**config.mk**
```make
export PLATFORM = sky130hd
export DESIGN_NAME = wdc_diameter_calc
export DESIGN_NICKNAME = d
export VERILOG_FILES = /design/src/hdl/wdc_pkg.sv /design/src/hdl/wdc_diameter_calc.sv
export VERILOG_INCLUDE_DIRS = /design/src /design/src/hdl
export SDC_FILE = /design/constraint.sdc
export NUM_CORES = 1
export LEC_CHECK = 0
export BUFFER_PORTS_ARGS = -buffer_cell sky130_fd_sc_hd__buf_2
export CAP_MARGIN = 10
export CELL_PAD_IN_SITES_DETAIL_PLACEMENT = 1
export CELL_PAD_IN_SITES_GLOBAL_PLACEMENT = 2
export CORE_ASPECT_RATIO = 1.2
export CORE_MARGIN = 1
export CORE_UTILIZATION = 41
export DETAILED_ROUTE_END_ITERATION = 10
export GPL_TIMING_DRIVEN = 0
export PLACE_DENSITY = 0.95
export SYNTH_ARGS = -nofsm -noshare
export SYNTH_HDL_FRONTEND = slang
export SYNTH_SLANG_ARGS = --single-unit
```
**constraint.sdc**
```tcl
create_clock -name clk_i -period 14.45 [get_ports clk_i]
set_input_delay 0 -clock clk_i [delete_from_list [all_inputs] [get_ports clk_i]]
set_output_delay 0 -clock clk_i [all_outputs]
set_load 0.005 [all_outputs]
```
**src/hdl/wdc_defines.svh**
```systemverilog
// Register offsets, field positions, reset values and timing counts
`ifndef WDC_DEFINES_SVH
`define WDC_DEFINES_SVH

`define WDC_OFF_CTRL 8'h00
`define WDC_OFF_MIN_DIAM 8'h04
`define WDC_OFF_MIN_SPEED 8'h08
`define WDC_OFF_PRESET 8'h0c
`define WDC_OFF_RAMP 8'h10
`define WDC_OFF_DIAM 8'h14
`define WDC_OFF_STATUS 8'h18

`define WDC_CTRL_ENABLE 0
`define WDC_CTRL_PRESET 1
`define WDC_STAT_CALC 0
`define WDC_STAT_PRESET 1
`define WDC_STAT_SETTLED 2

// Percent values are in hundredths of a percent
`define WDC_FULL_SCALE 16'h2710
`define WDC_IN_LIMIT 16'h2904
`define WDC_RST_MIN_DIAM 16'h03e8
`define WDC_RST_MIN_SPEED 16'h01f4
`define WDC_RST_PRESET 16'h03e8
// Ramp time is in tenths of a second: 5.0 s default, 0.1 s to 600.0 s
`define WDC_RST_RAMP 16'h0032
`define WDC_RAMP_MIN 16'h0001
`define WDC_RAMP_MAX 16'h1770

// One 0.01 % output step per 10 us for each 0.1 s of ramp time
`define WDC_CLK_PERIOD_NS 25
`define WDC_STEP_UNIT_NS 10000
`define WDC_STEP_CYC (`WDC_STEP_UNIT_NS / `WDC_CLK_PERIOD_NS)

`endif

```
**src/hdl/wdc_pkg.sv**
```systemverilog
// Types shared by the roll diameter calculator
package wdc_pkg;

    typedef enum logic [1:0] {
        WDC_IDLE = 2'b00,
        WDC_DIV = 2'b01,
        WDC_DONE = 2'b11
    } wdc_state_e;

    typedef struct packed {
        logic enable;
        logic sw_preset;
        logic [15:0] min_diam;
        logic [15:0] min_speed;
        logic [15:0] preset_val;
        logic [15:0] ramp_time;
    } wdc_cfg_s;

    typedef struct packed {
        logic calc_on;
        logic preset_on;
        logic settled;
    } wdc_stat_s;

endpackage

```
**src/hdl/wdc_diameter_calc.sv**
```systemverilog
// Winder roll diameter calculator with Wishbone register slave
//
// Function
// - Diameter is line rate over spindle rate, as percent of full roll.
// - Estimator stays inactive until its output destination is enabled.
// - Diameter updates only while line rate magnitude exceeds threshold.
// - Below threshold the output holds the last calculated diameter.
// - While preset is true the output takes the preset ratio.
// - Output slews so a full 100% change takes the ramp time, default 5 s.
// - Output never falls below core floor; floor also clamps calculation.
// - Ramp time 0.1 to 600 s; rate inputs limited to plus minus 105%.
`timescale 1ns/1ps
`include "wdc_defines.svh"

module wdc_diameter_calc #(
    parameter int STEP_CYC = `WDC_STEP_CYC
) (
    // Clock and reset
    input wire logic clk_i,
    input wire logic rst_i,
    // Wishbone classic slave
    input wire logic cyc_i,
    input wire logic stb_i,
    input wire logic we_i,
    input wire logic [7:0] adr_i,
    input wire logic [3:0] sel_i,
    input wire logic [31:0] dat_i,
    output logic [31:0] dat_o,
    output logic ack_o,
    // Rate inputs and roll-change preset
    input wire logic signed [15:0] line_speed_i,
    input wire logic signed [15:0] reel_speed_i,
    input wire logic ext_preset_i,
    // Diameter result
    output logic [15:0] diameter_o,
    output logic calc_on_o
);

    wdc_pkg::wdc_cfg_s cfg_r;
    wdc_pkg::wdc_stat_s stat;
    wdc_pkg::wdc_state_e state_r;
    logic [26:0] num_r;
    logic [13:0] den_r;
    logic [14:0] rem_r;
    logic [26:0] quo_r;
    logic [4:0] bit_cnt_r;
    logic [15:0] target_r;
    logic [15:0] diam_r;
    logic calc_on_r;
    logic [15:0] sub_cnt_r;
    logic [15:0] tenth_cnt_r;
    logic step_en;
    logic [13:0] line_mag;
    logic [13:0] reel_mag;
    logic [14:0] rem_sh;
    logic take;
    logic preset;
    logic [15:0] floor_val;
    logic [15:0] preset_eff;
    logic [26:0] quo_clamp;
    logic wr;
    logic [15:0] ramp_new;

    // Saturate a signed rate to the accepted span and return its magnitude
    function automatic logic [13:0] sat_mag(input logic signed [15:0] v);
        logic [15:0] m;
        m = v[15] ? 16'(-v) : 16'(v);
        if (m > `WDC_IN_LIMIT) begin
            m = `WDC_IN_LIMIT;
        end
        return m[13:0];
    endfunction

    // Byte-lane merge of a 16-bit field
    function automatic logic [15:0] lane16(input logic [15:0] old,
                                           input logic [31:0] d,
                                           input logic [3:0] s);
        logic [15:0] n;
        n = old;
        if (s[0]) begin
            n[7:0] = d[7:0];
        end
        if (s[1]) begin
            n[15:8] = d[15:8];
        end
        return n;
    endfunction

    function automatic logic [15:0] cap_full(input logic [15:0] v);
        return (v > `WDC_FULL_SCALE) ? `WDC_FULL_SCALE : v;
    endfunction

    assign line_mag = sat_mag(line_speed_i);
    assign reel_mag = sat_mag(reel_speed_i);
    assign floor_val = cfg_r.min_diam;
    assign preset = ext_preset_i | cfg_r.sw_preset;
    assign preset_eff = (cfg_r.preset_val < floor_val) ? floor_val
                                                        : cfg_r.preset_val;
    assign rem_sh = {rem_r[13:0], num_r[26]};
    assign wr = cyc_i & stb_i & we_i & ~ack_o;
    assign ramp_new = lane16(cfg_r.ramp_time, dat_i, sel_i);

    assign take = cfg_r.enable & ({2'b00, line_mag} > cfg_r.min_speed)
                  & (reel_mag != 14'h0000);

    always_comb begin
        quo_clamp = quo_r;
        if (quo_r > {11'h000, `WDC_FULL_SCALE}) begin
            quo_clamp = {11'h000, `WDC_FULL_SCALE};
        end
        if (quo_clamp < {11'h000, floor_val}) begin
            quo_clamp = {11'h000, floor_val};
        end
    end

    assign stat.calc_on = calc_on_r;
    assign stat.preset_on = preset;
    assign stat.settled = (diam_r == target_r);

    // Wishbone answer: one wait state, unmapped reads return zero
    always_ff @(posedge clk_i) begin
        if (rst_i) begin
            ack_o <= 1'b0;
        end else begin
            ack_o <= cyc_i & stb_i & ~ack_o;
        end
    end

    always_ff @(posedge clk_i) begin
        if (rst_i) begin
            dat_o <= 32'h0000_0000;
        end else if (cyc_i & stb_i & ~we_i & ~ack_o) begin
            if (adr_i == `WDC_OFF_CTRL) begin
                dat_o <= {30'h0, cfg_r.sw_preset, cfg_r.enable};
            end else if (adr_i == `WDC_OFF_MIN_DIAM) begin
                dat_o <= {16'h0000, cfg_r.min_diam};
            end else if (adr_i == `WDC_OFF_MIN_SPEED) begin
                dat_o <= {16'h0000, cfg_r.min_speed};
            end else if (adr_i == `WDC_OFF_PRESET) begin
                dat_o <= {16'h0000, cfg_r.preset_val};
            end else if (adr_i == `WDC_OFF_RAMP) begin
                dat_o <= {16'h0000, cfg_r.ramp_time};
            end else if (adr_i == `WDC_OFF_DIAM) begin
                dat_o <= {16'h0000, diam_r};
            end else if (adr_i == `WDC_OFF_STATUS) begin
                dat_o <= {29'h0, stat.settled, stat.preset_on, stat.calc_on};
            end else begin
                dat_o <= 32'h0000_0000;
            end
        end
    end

    // Configuration writes; percentages cap at full scale
    always_ff @(posedge clk_i) begin
        if (rst_i) begin
            cfg_r.enable <= 1'b0;
            cfg_r.sw_preset <= 1'b0;
            cfg_r.min_diam <= `WDC_RST_MIN_DIAM;
            cfg_r.min_speed <= `WDC_RST_MIN_SPEED;
            cfg_r.preset_val <= `WDC_RST_PRESET;
            cfg_r.ramp_time <= `WDC_RST_RAMP;
        end else if (wr) begin
            if (adr_i == `WDC_OFF_CTRL) begin
                if (sel_i[0]) begin
                    cfg_r.enable <= dat_i[`WDC_CTRL_ENABLE];
                    cfg_r.sw_preset <= dat_i[`WDC_CTRL_PRESET];
                end
            end else if (adr_i == `WDC_OFF_MIN_DIAM) begin
                cfg_r.min_diam <= cap_full(lane16(cfg_r.min_diam, dat_i,
                                                  sel_i));
            end else if (adr_i == `WDC_OFF_MIN_SPEED) begin
                cfg_r.min_speed <= cap_full(lane16(cfg_r.min_speed, dat_i,
                                                   sel_i));
            end else if (adr_i == `WDC_OFF_PRESET) begin
                cfg_r.preset_val <= cap_full(lane16(cfg_r.preset_val, dat_i,
                                                    sel_i));
            end else if (adr_i == `WDC_OFF_RAMP) begin
                if (ramp_new < `WDC_RAMP_MIN) begin
                    cfg_r.ramp_time <= `WDC_RAMP_MIN;
                end else if (ramp_new > `WDC_RAMP_MAX) begin
                    cfg_r.ramp_time <= `WDC_RAMP_MAX;
                end else begin
                    cfg_r.ramp_time <= ramp_new;
                end
            end
        end
    end

    // Restoring divider: 27 quotient bits, one per cycle
    always_ff @(posedge clk_i) begin
        if (rst_i) begin
            state_r <= wdc_pkg::WDC_IDLE;
            num_r <= 27'h0;
            den_r <= 14'h0;
            rem_r <= 15'h0;
            quo_r <= 27'h0;
            bit_cnt_r <= 5'h0;
        end else begin
            case (state_r)
                wdc_pkg::WDC_IDLE: begin
                    if (take & ~preset) begin
                        num_r <= 27'({13'h0, line_mag} * 27'd10000);
                        den_r <= reel_mag;
                        rem_r <= 15'h0;
                        quo_r <= 27'h0;
                        bit_cnt_r <= 5'd26;
                        state_r <= wdc_pkg::WDC_DIV;
                    end
                end
                wdc_pkg::WDC_DIV: begin
                    num_r <= {num_r[25:0], 1'b0};
                    if (rem_sh >= {1'b0, den_r}) begin
                        rem_r <= rem_sh - {1'b0, den_r};
                        quo_r <= {quo_r[25:0], 1'b1};
                    end else begin
                        rem_r <= rem_sh;
                        quo_r <= {quo_r[25:0], 1'b0};
                    end
                    if (bit_cnt_r == 5'h0) begin
                        state_r <= wdc_pkg::WDC_DONE;
                    end else begin
                        bit_cnt_r <= bit_cnt_r - 5'h1;
                    end
                end
                wdc_pkg::WDC_DONE: begin
                    state_r <= wdc_pkg::WDC_IDLE;
                end
                default: begin
                    state_r <= wdc_pkg::WDC_IDLE;
                end
            endcase
        end
    end

    always_ff @(posedge clk_i) begin
        if (rst_i) begin
            calc_on_r <= 1'b0;
        end else begin
            calc_on_r <= take & ~preset;
        end
    end

    // Target diameter: preset wins, otherwise a finished quotient
    always_ff @(posedge clk_i) begin
        if (rst_i) begin
            target_r <= `WDC_RST_MIN_DIAM;
        end else if (preset) begin
            target_r <= preset_eff;
        end else if (state_r == wdc_pkg::WDC_DONE && take) begin
            target_r <= quo_clamp[15:0];
        end else if (target_r < floor_val) begin
            target_r <= floor_val;
        end
    end

    // Step pacing: one 0.01 % step per ramp_time x STEP_CYC cycles
    always_ff @(posedge clk_i) begin
        if (rst_i) begin
            sub_cnt_r <= 16'h0;
            tenth_cnt_r <= 16'h0;
            step_en <= 1'b0;
        end else begin
            step_en <= 1'b0;
            if (sub_cnt_r >= 16'(STEP_CYC - 1)) begin
                sub_cnt_r <= 16'h0;
                if (tenth_cnt_r >= cfg_r.ramp_time - 16'h1) begin
                    tenth_cnt_r <= 16'h0;
                    step_en <= 1'b1;
                end else begin
                    tenth_cnt_r <= tenth_cnt_r + 16'h1;
                end
            end else begin
                sub_cnt_r <= sub_cnt_r + 16'h1;
            end
        end
    end

    // Output: preset loads at once, else slews toward target
    always_ff @(posedge clk_i) begin
        if (rst_i) begin
            diam_r <= `WDC_RST_MIN_DIAM;
        end else if (preset) begin
            diam_r <= preset_eff;
        end else if (diam_r < floor_val) begin
            diam_r <= floor_val;
        end else if (step_en) begin
            if (diam_r < target_r) begin
                diam_r <= diam_r + 16'h1;
            end else if (diam_r > target_r) begin
                diam_r <= diam_r - 16'h1;
            end
        end
    end

    always_ff @(posedge clk_i) begin
        if (rst_i) begin
            diameter_o <= `WDC_RST_MIN_DIAM;
            calc_on_o <= 1'b0;
        end else begin
            diameter_o <= diam_r;
            calc_on_o <= calc_on_r;
        end
    end

endmodule

```
# ---- After elaboration in Yosys (flattened, before gate mapping)
# Cells that the tools add are included.
dict set report classes {
  n_reduce_logical 21
  bitwise_logic 18
  muxes 81
  multipliers 1
  n_eq_ne 12
  add_sub_neg 9
  magnitude_cmp 18
}
# operator n
set ops {}
lappend ops {{two-way mux 16 bit} 24}
lappend ops {{two-way mux 8 bit} 38}
lappend ops {{case mux 27 bit (2 select lines)} 2}
lappend ops {{two-way mux 27 bit} 3}
lappend ops {{greater-than comparator 16 x 14 -> 1 bit (second input constant)} 5}
lappend ops {{< comparator 16 bit} 4}
lappend ops {{two-way mux 14 bit} 4}
lappend ops {{adder 16 x 1 -> 16 bit (second input constant)} 3}
lappend ops {{negation 16 bit} 2}
lappend ops {{subtractor 16 x 1 -> 16 bit (second input constant)} 2}
lappend ops {{case mux 14 bit (2 select lines)} 1}
lappend ops {{greater-than comparator 27 x 14 -> 1 bit (second input constant)} 1}
lappend ops {{< comparator 27 x 16 -> 1 bit} 1}
lappend ops {{equality test 8 x 5 -> 1 bit (second input constant)} 3}
lappend ops {{multiplier 14 x 10 -> 23 bit (second input constant)} 1}
lappend ops {{equality test 16 bit} 1}
lappend ops {{equality test 8 x 4 -> 1 bit (second input constant)} 2}
lappend ops {{>= comparator 16 bit} 1}
lappend ops {{>= comparator 16 x 9 -> 1 bit (second input constant)} 1}
lappend ops {{greater-than comparator 14 x 16 -> 1 bit} 1}
lappend ops {{greater-than comparator 16 x 13 -> 1 bit (second input constant)} 1}
lappend ops {{greater-than comparator 16 bit} 1}
lappend ops {{< comparator 16 x 1 -> 1 bit (second input constant)} 1}
lappend ops {{>= comparator 15 x 14 -> 1 bit} 1}
lappend ops {{29 further kinds} 56}
dict set report word_totals {
  output_inout_bits 50
  inputBits 82
  regBits 271
}

# ---- Longest topological paths before layout
# Gate-level depths: netlist (run 1).
dict set report logic_depth {
  word_depth 10
  depth_mapped 33
  depth_no_buf 31
}

# ---- Worst setup path before layout (run 1)
# No wires, ideal clock.
dict set report synth_path {
  path_type {input-to-reg}
  startpoint {input line_speed_i[0]}
  endpoint {register num_r[26]}
  stages 32
  arrival_time_ns 6.655
  required_ns 14.380
  n_path_buf 2
  path_slack_ns 7.725
  setup_time_ns 0.070
  cell_sequence {inv_1 > ha_1 > or4b_2 > o311ai_0 > o211a_1 > nand2_1 > nand2_1 > inv_2 > a31oi_2 > and2_1 > clkbuf_1 > clkbuf_1 > or2_2 > inv_1 > fa_1 > inv_1 > ha_1 > inv_1 > fa_1 > inv_1 > ha_1 > ha_1 > ha_1 > or3_1 > or3_1 > o21ai_0 > a21oi_1 > nand4_1 > nand3_1 > mux2i_1 > or3_1 > a21oi_1}
}
dict set report synth_between {
  elab_chain_len 10
}
# element line
set synth_rtl {}
lappend synth_rtl {{start: declaration} wdc_diameter_calc.sv:31} ;# input wire logic signed [15:0] line_speed_i,
lappend synth_rtl {{negation 16 bit} wdc_diameter_calc.sv:67} ;# m = v[15] ? 16'(-v) : 16'(v);
lappend synth_rtl {{two-way mux 16 bit *} wdc_diameter_calc.sv:67}
lappend synth_rtl {{greater-than comparator 16 x 14 -> 1 bit (no source line)} n/a}
lappend synth_rtl {{two-way mux 14 bit *} wdc_diameter_calc.sv:68} ;# if (m > `WDC_IN_LIMIT) begin
lappend synth_rtl {{parallel branches: the longest is 6 deep, another holds multiplier 14 x 10 -> 23 bit} n/a}
lappend synth_rtl {{end signal: assignment} wdc_diameter_calc.sv:202} ;# num_r <= 27'({13'h0, line_mag} * 27'd10000);
lappend synth_rtl {{end signal: assignment} wdc_diameter_calc.sv:211} ;# num_r <= {num_r[25:0], 1'b0};
lappend synth_rtl {{end: declaration} wdc_diameter_calc.sv:42} ;# logic [26:0] num_r;
# Every way passes the cells marked *. The select of a mux whose other input is x is not followed.
# A chain may end at the register's enable or synchronous reset.

# ---- Worst setup path after layout (run 1)
dict set report layout_path {
  startpoint {input line_speed_i[0]}
  endpoint {register num_r[25]}
}
# The elaborated chain is that of the path after synthesis.

==> results.tsv, run 1 <==
stage	metric	value	unit
critical_path	Most Frequent Cell on Critical Path	ha_1	
clock_tree	CTS max path bufs	3	
hold_path	Hold Path Class	in -> reg	
power_and_ir_drop	Leak	0.008863	uW
placed_design	detailed-placement wirelength estimate	55220	um
global_routing	global-route wire length before repair	109900	um
clock_tree	clk sinks	251	
timing	maximum clock frequency	128.4	MHz
cells_and_area	most common cell after layout, fill and taps aside	dfxtp_1	
power_and_ir_drop	Switching Fraction	43.54	%
timing	final period utilization	53.90	%
cells_and_area	share of cells above drive strength 1	9.268	%
cells_and_area	most frequent cells in the layout	dfxtp_1, ha_1, nor2_1	
cells_and_area	diodes inserted	0	
critical_path	largest delay contributor family on the critical path	compound AO/OA/AOI/OAI gates	
critical_path	critical path's largest stage delay	0.67	ns
power_and_ir_drop	clock share of power	22.4	%
route	WL per Instance	23.79	um
critical_path	crit start category	primary input	
yosys	Synth Area in XOR/XNOR	4.950	%
clock_tree	H-tree depth	1	
cells_and_area	Syn-to-layout area delta	14.01	%
yosys	Post-Synthesis Cells	2218	
yosys	Synth Area in Compound Gates	23.64	%
timing	clk_skew	0.02572	ns
critical_path	Critical Path Sink Type	register	
timing	Worst Tran Pin Value	1.128	ns
critical_path	Arrival @ worst endpoint	8.32	ns
timing	Slew HR	23.61	%
critical_path	CP required	14.99	ns
power_and_ir_drop	switching power total	1538	uW
yosys	Synthesis Warnings	0	
die	IO Pins	132	
yosys	Seq/Total Area, Yosys	27.30	%
clock_tree	CTS tree	done	
power_and_ir_drop	Cell Int Power	1995	uW
yosys	Mean Syn Cell Area	8.297	um2
timing	setup TNS	0	ns
yosys	largest family of logic cells by synthesized area	compound AO/OA/AOI/OAI gates	
cells_and_area	nets	2709	
clock_tree	clock slew at reported path FFs	0.06	ns
route	DR DRC count	0	
yosys	top area cells in the synthesized netlist	dfxtp_1, ha_1, a21oi_1	
clock_tree	hold_buf cts	32	
critical_path	Crit Path Class	in -> reg	
power_and_ir_drop	Worst VDD drop	0.2995	mV
die	row cnt	84	
route	routed vias	18220	
route	ANT nets after route	0	
cells_and_area	Util after Layout	47.64	%
die	Starting Density	41.79	%
yosys	Yosys cell types	95	
yosys	Synth Area in Simple Gates	19.08	%
placed_design	Port Buf Inserts	90	
clock_tree	CTS Root Cell	clkbuf_16	
route	drt first-iter violations	1130	
die	Die Wd	195.4	um
clock_tree	worst skew pair latency	0.59	ns
critical_path	crit path max-delay cell type	or4b_2	
power_and_ir_drop	power share of the combinational group	54.4	%
die	Die ar.	45740	um2
run	Max Cap Viol	0	
clock_tree	post-CTS sizing	0	
critical_path	Buffers & Inverters on Critical Path	7	
yosys	Yosys reg bits	251	
global_routing	initial antenna violation count	0	
global_routing	vias in the first global route	19020	
placed_design	RePlAce Congestion	0.9396	
global_routing	global route total overflow	0	
power_and_ir_drop	pwr/cell area	168.4	nW/um2
placed_design	placed insts	2893	
yosys	area leader, netlist	dfxtp_1	
die	Die Y	234.1	um
timing	Final min period	7.788	ns
power_and_ir_drop	share of total power in sequential cells	23.2	%
clock_tree	total CTS buffers	28	
timing	final setup fails	0	
yosys	post-synthesis mux area share	1.979	%
critical_path	CP Max Fanout	10	
die	core area	44040	um2
route	1st-pass router iterations	5	
yosys	ys flop type	dfxtp_1	
yosys	EDFF count, synth	0	
outcome	status	complete, no violations	
yosys	Post-synth ARST share	0	%
timing	final hold vios	0	
cells_and_area	FILL cells	5328	
yosys	Mapped Area	18400	um2
route	number of vias per cell	6.122	
timing	RSZ-0062 raised after global routing	no	
global_routing	largest net degree at the start of global routing	16	
cells_and_area	fin cells	2976	
route	final WL	70800	um
timing	Slew Viols, Final	0	
global_routing	total track usage	30.91	%
clock_tree	Setup Buffers After CTS	0	
yosys	share of the synthesized area in the top cell type	27.30	%
yosys	adder-cell share of the synthesized area	16.81	%
cell type report:
| cell class | count | area [um2] | area share (%) |
|---|---|---|---|
| buffer | 117 | 543.0 | 2.588 |
| clock buffer | 32 | 735.7 | 3.506 |
| clock inverter | 18 | 259.0 | 1.234 |
| inverter | 160 | 600.6 | 2.862 |
| multi-input combinational | 1714 | 12330 | 58.77 |
| sequential | 251 | 5025 | 23.95 |
| tap | 559 | 699.4 | 3.334 |
| timing repair buffer | 125 | 788.3 | 3.757 |
per-layer routing:
layer | track usage, % | share of wire (%) | up-vias
met2 | 54.79 | 48 | 644
li1 | - | - | 8398
met1 | 36.14 | 40 | 8978
met4 | 17.69 | 6.3 | 0
met5 | 0 | 0 | -
met3 | 3.610 | 5.5 | 198
sequential cells by signal, summed over array words and instances, names as in the netlist:
name / count
calc_on_r: 1
cfg_r: 50
bit_cnt_r: 5
quo_r: 27
sub_cnt_r: 16
diam_r: 16
rem_r: 14
dat_o: 16
calc_on_o: 1
diameter_o: 16
den_r: 14
ack_o: 1
step_en: 1
state_r: 2
tenth_cnt_r: 16
num_r: 23
floor_val: 16
target_r: 16
power groups by stage:
stage | registers [uW] | clock network [uW] | logic (uW)
2_1_floorplan | 790 | 0 | 1400
3_3_place_gp | 832 | 0 | 1780
3_5_place_dp | 834 | 0 | 1900
4_1_cts | 818 | 801 | 1920
5_1_grt | 821 | 827 | 2150
6_report | 821 | 790 | 1920
kinds of logic (layout without fill, tap and decap cells):
kind of cell | after synthesis | in the layout
flip-flops | 251 | 251
other | 1 | 25
AO/OA/AOI/OAI | 620 | 620
multiplexers | 36 | 36
AND/OR/NAND/NOR | 697 | 697
buffers and inverters | 277 | 452
adder cells (fa/ha/maj) | 232 | 232
XOR/XNOR | 104 | 104
synth_stat cells, types with 7 or more instances:
library cell / count
clkbuf_1: 83
a211o_1: 8
ha_1: 204
nor4_1: 16
buf_4: 16
o21bai_1: 11
o21a_1: 14
a21oi_1: 167
o41ai_1: 7
a31oi_1: 15
a211oi_1: 41
nand3_1: 51
inv_1: 159
nor3b_1: 9
a32oi_1: 18
nor3_1: 65
dfxtp_1: 251
o211ai_1: 10
nand2_1: 152
mux2i_1: 33
nand2b_1: 27
nand4_1: 19
nor2b_1: 32
or2_2: 24
a221o_1: 23
buf_2: 11
o22ai_1: 10
or4_1: 7
a2bb2oi_1: 12
fa_1: 26
a21o_1: 41
xor2_1: 41
o22a_1: 7
a221oi_1: 10
a22oi_1: 17
xnor2_1: 63
a22o_1: 31
or3_1: 31
o21ai_0: 79
and3_1: 19
and2_1: 24
o31ai_1: 16
o221ai_1: 19
nor2_1: 184
worst min-delay path: stages:
cell and delay (ns):
buf_2 0.13, nand2_1 0.08, o31ai_1 0.12, a22oi_1 0.17
nor2_1 0.05
per-stage QoR:
stage	power, uW	cell area [um2]	setup slack [ns]	hold WS [ns]
CTS	3539	20980	6.742	0.01769
global placement	2616	19640	6.383	0.3196
floorplan	2195	18490	7.725	0.1439
finish	3533	20980	6.662	0.02743
global route	3795	20980	6.178	0.07037
detailed placement	2729	19660	6.163	0.3440
final timing paths:
path	startpoint	slack, ns	cells after the start	end
hold / removal	adr_i[4]	0.03	5	dat_o[2]
hold reg to reg	den_r[9]	0.46	2	den_r[9]
setup / recovery	line_speed_i[0]	6.66	31	num_r[25]
setup reg to reg	diam_r[1]	8.40	22	diam_r[14]
Power figures use the tool's default switching activity.
==> run 2: changes to the inputs <==
--- a/config.mk
+++ b/config.mk
@@ -12,10 +12,10 @@
 export CELL_PAD_IN_SITES_GLOBAL_PLACEMENT = 2
 export CORE_ASPECT_RATIO = 1.2
 export CORE_MARGIN = 1
-export CORE_UTILIZATION = 41
+export CORE_UTILIZATION = 34
 export DETAILED_ROUTE_END_ITERATION = 10
 export GPL_TIMING_DRIVEN = 0
-export PLACE_DENSITY = 0.95
+export PLACE_DENSITY = 0.85
 export SYNTH_ARGS = -nofsm -noshare
 export SYNTH_HDL_FRONTEND = slang
 export SYNTH_SLANG_ARGS = --single-unit
==> constraint.sdc (replaced) <==
create_clock -name clk_i -period 6.25 [get_ports clk_i]
set_input_delay 0 -clock clk_i [delete_from_list [all_inputs] [get_ports clk_i]]
set_output_delay 0 -clock clk_i [all_outputs]
set_load 0.005 [all_outputs]
==> run 2 against run 1 <==
Against the previous run:
- sequential cell count unchanged
- worst setup slack worse by 6.6 ns
- final area increased by 4.2%
- wire length rose by 4.4%
- die area grew 20%
- sequential power up 130%
- register-to-register slack got worse by 7.9 ns
- largest power group unchanged
- highest routed layer unchanged
==> results.tsv, run 2 (synthesis results as in run 1) <==
stage	metric	value	unit
timing	Worst Tran Pin Value	1.087	ns
power_and_ir_drop	Worst VDD drop	0.5334	mV
cells_and_area	Top reg by flops	cfg_r	
global_routing	grt met2 use	45.35	%
critical_path	Arrival @ worst endpoint	6.67	ns
critical_path	CP required	6.76	ns
clock_tree	clock slew at reported path FFs	0.07	ns
timing	worst setup margin	0.09195	ns
placed_design	pre-CTS setup slack	-1.139	ns
clock_tree	worst skew pair latency	0.60	ns
cells_and_area	most frequent cells in the layout	dfxtp_1, ha_1, nor2_1	
global_routing	GR peak layer	met2	
cells_and_area	Syn-to-layout area delta	18.81	%
power_and_ir_drop	pwr/cell area	394.6	nW/um2
placed_design	RePlAce Congestion	0.9955	
global_routing	initial antenna violation count	3	
timing	maximum clock frequency	162.4	MHz
clock_tree	H-tree depth	1	
hold_path	hold depth	4	
route	DR DRC count	0	
global_routing	total track usage	26.11	%
clock_tree	CTS max path bufs	3	
clock_tree	CTS tree	done	
route	final WL	73920	um
hold_path	Hold Path Class	in -> reg	
route	drt first-iter violations	1182	
placed_design	Port Buf Inserts	90	
global_routing	global-route wire length before repair	112300	um
power_and_ir_drop	Leak	0.009106	uW
global_routing	largest net degree at the start of global routing	16	
placed_design	detailed-placement wirelength estimate	57150	um
hold_path	worst hold endpoint	floor_val[13]	
global_routing	grt met1 use	30.74	%
critical_path	start of the worst register-to-register path	diam_r[1]	
cells_and_area	most common cell after layout, fill and taps aside	dfxtp_1	
critical_path	crit start category	primary input	
die	core area	53530	um2
cells_and_area	share of cells above drive strength 1	12.72	%
critical_path	CP Max Fanout	10	
critical_path	Crit Path Class	in -> reg	
route	ANT nets after route	0	
run	Max Cap Viol	0	
timing	Final min period	6.158	ns
hold_path	HP Start	dat_i[15]	
die	Die Wd	214.4	um
die	row cnt	93	
critical_path	R2R depth	22	
global_routing	vias in the first global route	19090	
cells_and_area	FILL cells	6410	
route	1st-pass router iterations	5	
timing	clk_skew	0.02216	ns
timing	final hold vios	0	
timing	Slew HR	26.37	%
clock_tree	clk sinks	251	
die	Die Y	256.9	um
global_routing	Global Route met3 Usage	2.790	%
timing	final period utilization	98.53	%
critical_path	Critical Path Sink Type	register	
route	number of vias per cell	5.801	
clock_tree	total CTS buffers	30	
cells_and_area	nets	2741	
cells_and_area	Util after Layout	40.85	%
critical_path	r2r setup slk	0.46	ns
timing	Slew Viols, Final	0	
route	WL per Instance	23.36	um
timing	final setup fails	0	
cells_and_area	Top Registers	cfg_r: 50 flops, quo_r: 27 flops, num_r: 23 flops	
critical_path	Worst R2R End	diam_r[14]	
die	Die ar.	55060	um2
cells_and_area	max reg flops	50	
outcome	status	complete, no violations	
die	IO Pins	132	
global_routing	global route total overflow	0	
die	Starting Density	34.38	%
timing	hold slack	0.01208	ns
clock_tree	CTS Root Cell	clkbuf_16	
route	routed vias	18360	
-- run 2: changes by cell type in the layout (fill, tap and decap cells not counted), moves of 4 or more --
cell        delta
ha_4           +7
or2_2          -4
a21oi_2        +7
clkbuf_1       -4
ha_1           -9
o41ai_1        -5
clkinvlp_4     +4
o41ai_2        +4
buf_4         +35
or2_4          +4
a21oi_1        -7
inv_1          -6
-- run 2: power by group --
group	total (uW)	internal [uW]	switching [uW]	leakage (uW)
sequential	1890	1710	182	0.00203
combinational	4750	2030	2720	0.00654
clock	1980	1220	765	0.000529
-- run 2: how the worst max path moves through the flow --
stage	from	endpoint	cells past startpoint	slack, ns
after global placement	line_speed_i[3]	num_r[25]	29	-1.04
after global routing	line_speed_i[6]	num_r[26]	27	-0.08
after detailed placement	line_speed_i[0]	num_r[26]	29	-1.14
after floorplan	line_speed_i[5]	num_r[26]	27	-0.03
after CTS	line_speed_i[3]	num_r[26]	27	0.004
final	line_speed_i[6]	num_r[26]	27	0.09
-- run 2: per-layer routing --
layer	up-vias	part of all wire, %	wire length [um]
met3	235	4.6	3426
li1	8483	-	-
met2	550	48	35650
met1	9092	40	29900
met5	-	0	0
met4	0	6.7	4951
-- run 2: worst max-delay path, cell delays in order --
cell and delay [ns]:
clkbuf_4 0.15, or4_4 0.58, or3_4 0.42, or3_4 0.36
a2111oi_4 0.40, a31oi_4 0.13, and2_1 0.17, buf_4 0.15
buf_8 0.14, or2_4 0.29, fa_1 0.46, ha_1 0.29
inv_1 0.05, fa_1 0.52, inv_1 0.06, ha_4 0.20
ha_1 0.29, ha_2 0.19, or3_4 0.39, buf_4 0.15
nor3_1 0.22, a21oi_2 0.13, nand4_1 0.13, nand3_1 0.10
mux2i_1 0.13, or3_4 0.42, a21oi_2 0.12
-- run 2: through the flow --
stage	cell area, um2	TNS [ns]	std cells	power [uW]
finish	21860	0	3165	8627
global placement	19920	-12.51	3044	6127
global route	21860	-0.1129	3164	9229
CTS	21530	0	3146	8399
floorplan	18580	-0.03385	2242	5136
detailed placement	19940	-19.80	3046	6342
-- run 2: final cells by class --
type	instances	area [um2]	share of cell area, %
Tap cell	712	890.9	4.074
Timing Repair Buffer	155	1013	4.635
Clock buffer	37	818.3	3.742
Buffer	117	568.0	2.598
Clock inverter	18	286.5	1.310
Antenna cell	1	2.502	0.01144
Inverter	160	616.8	2.821
Sequential cell	251	5026	22.99
Multi-Input combinational cell	1714	12640	57.82
-- run 2: repair_timing --
action                                 CTS  global route
setup endpoints to repair                8             8
endpoints found under the hold margin   56             0
setup buffers                           15            18
pin swaps                                9            29
resized for setup                       17            44
hold buffers                            30             0
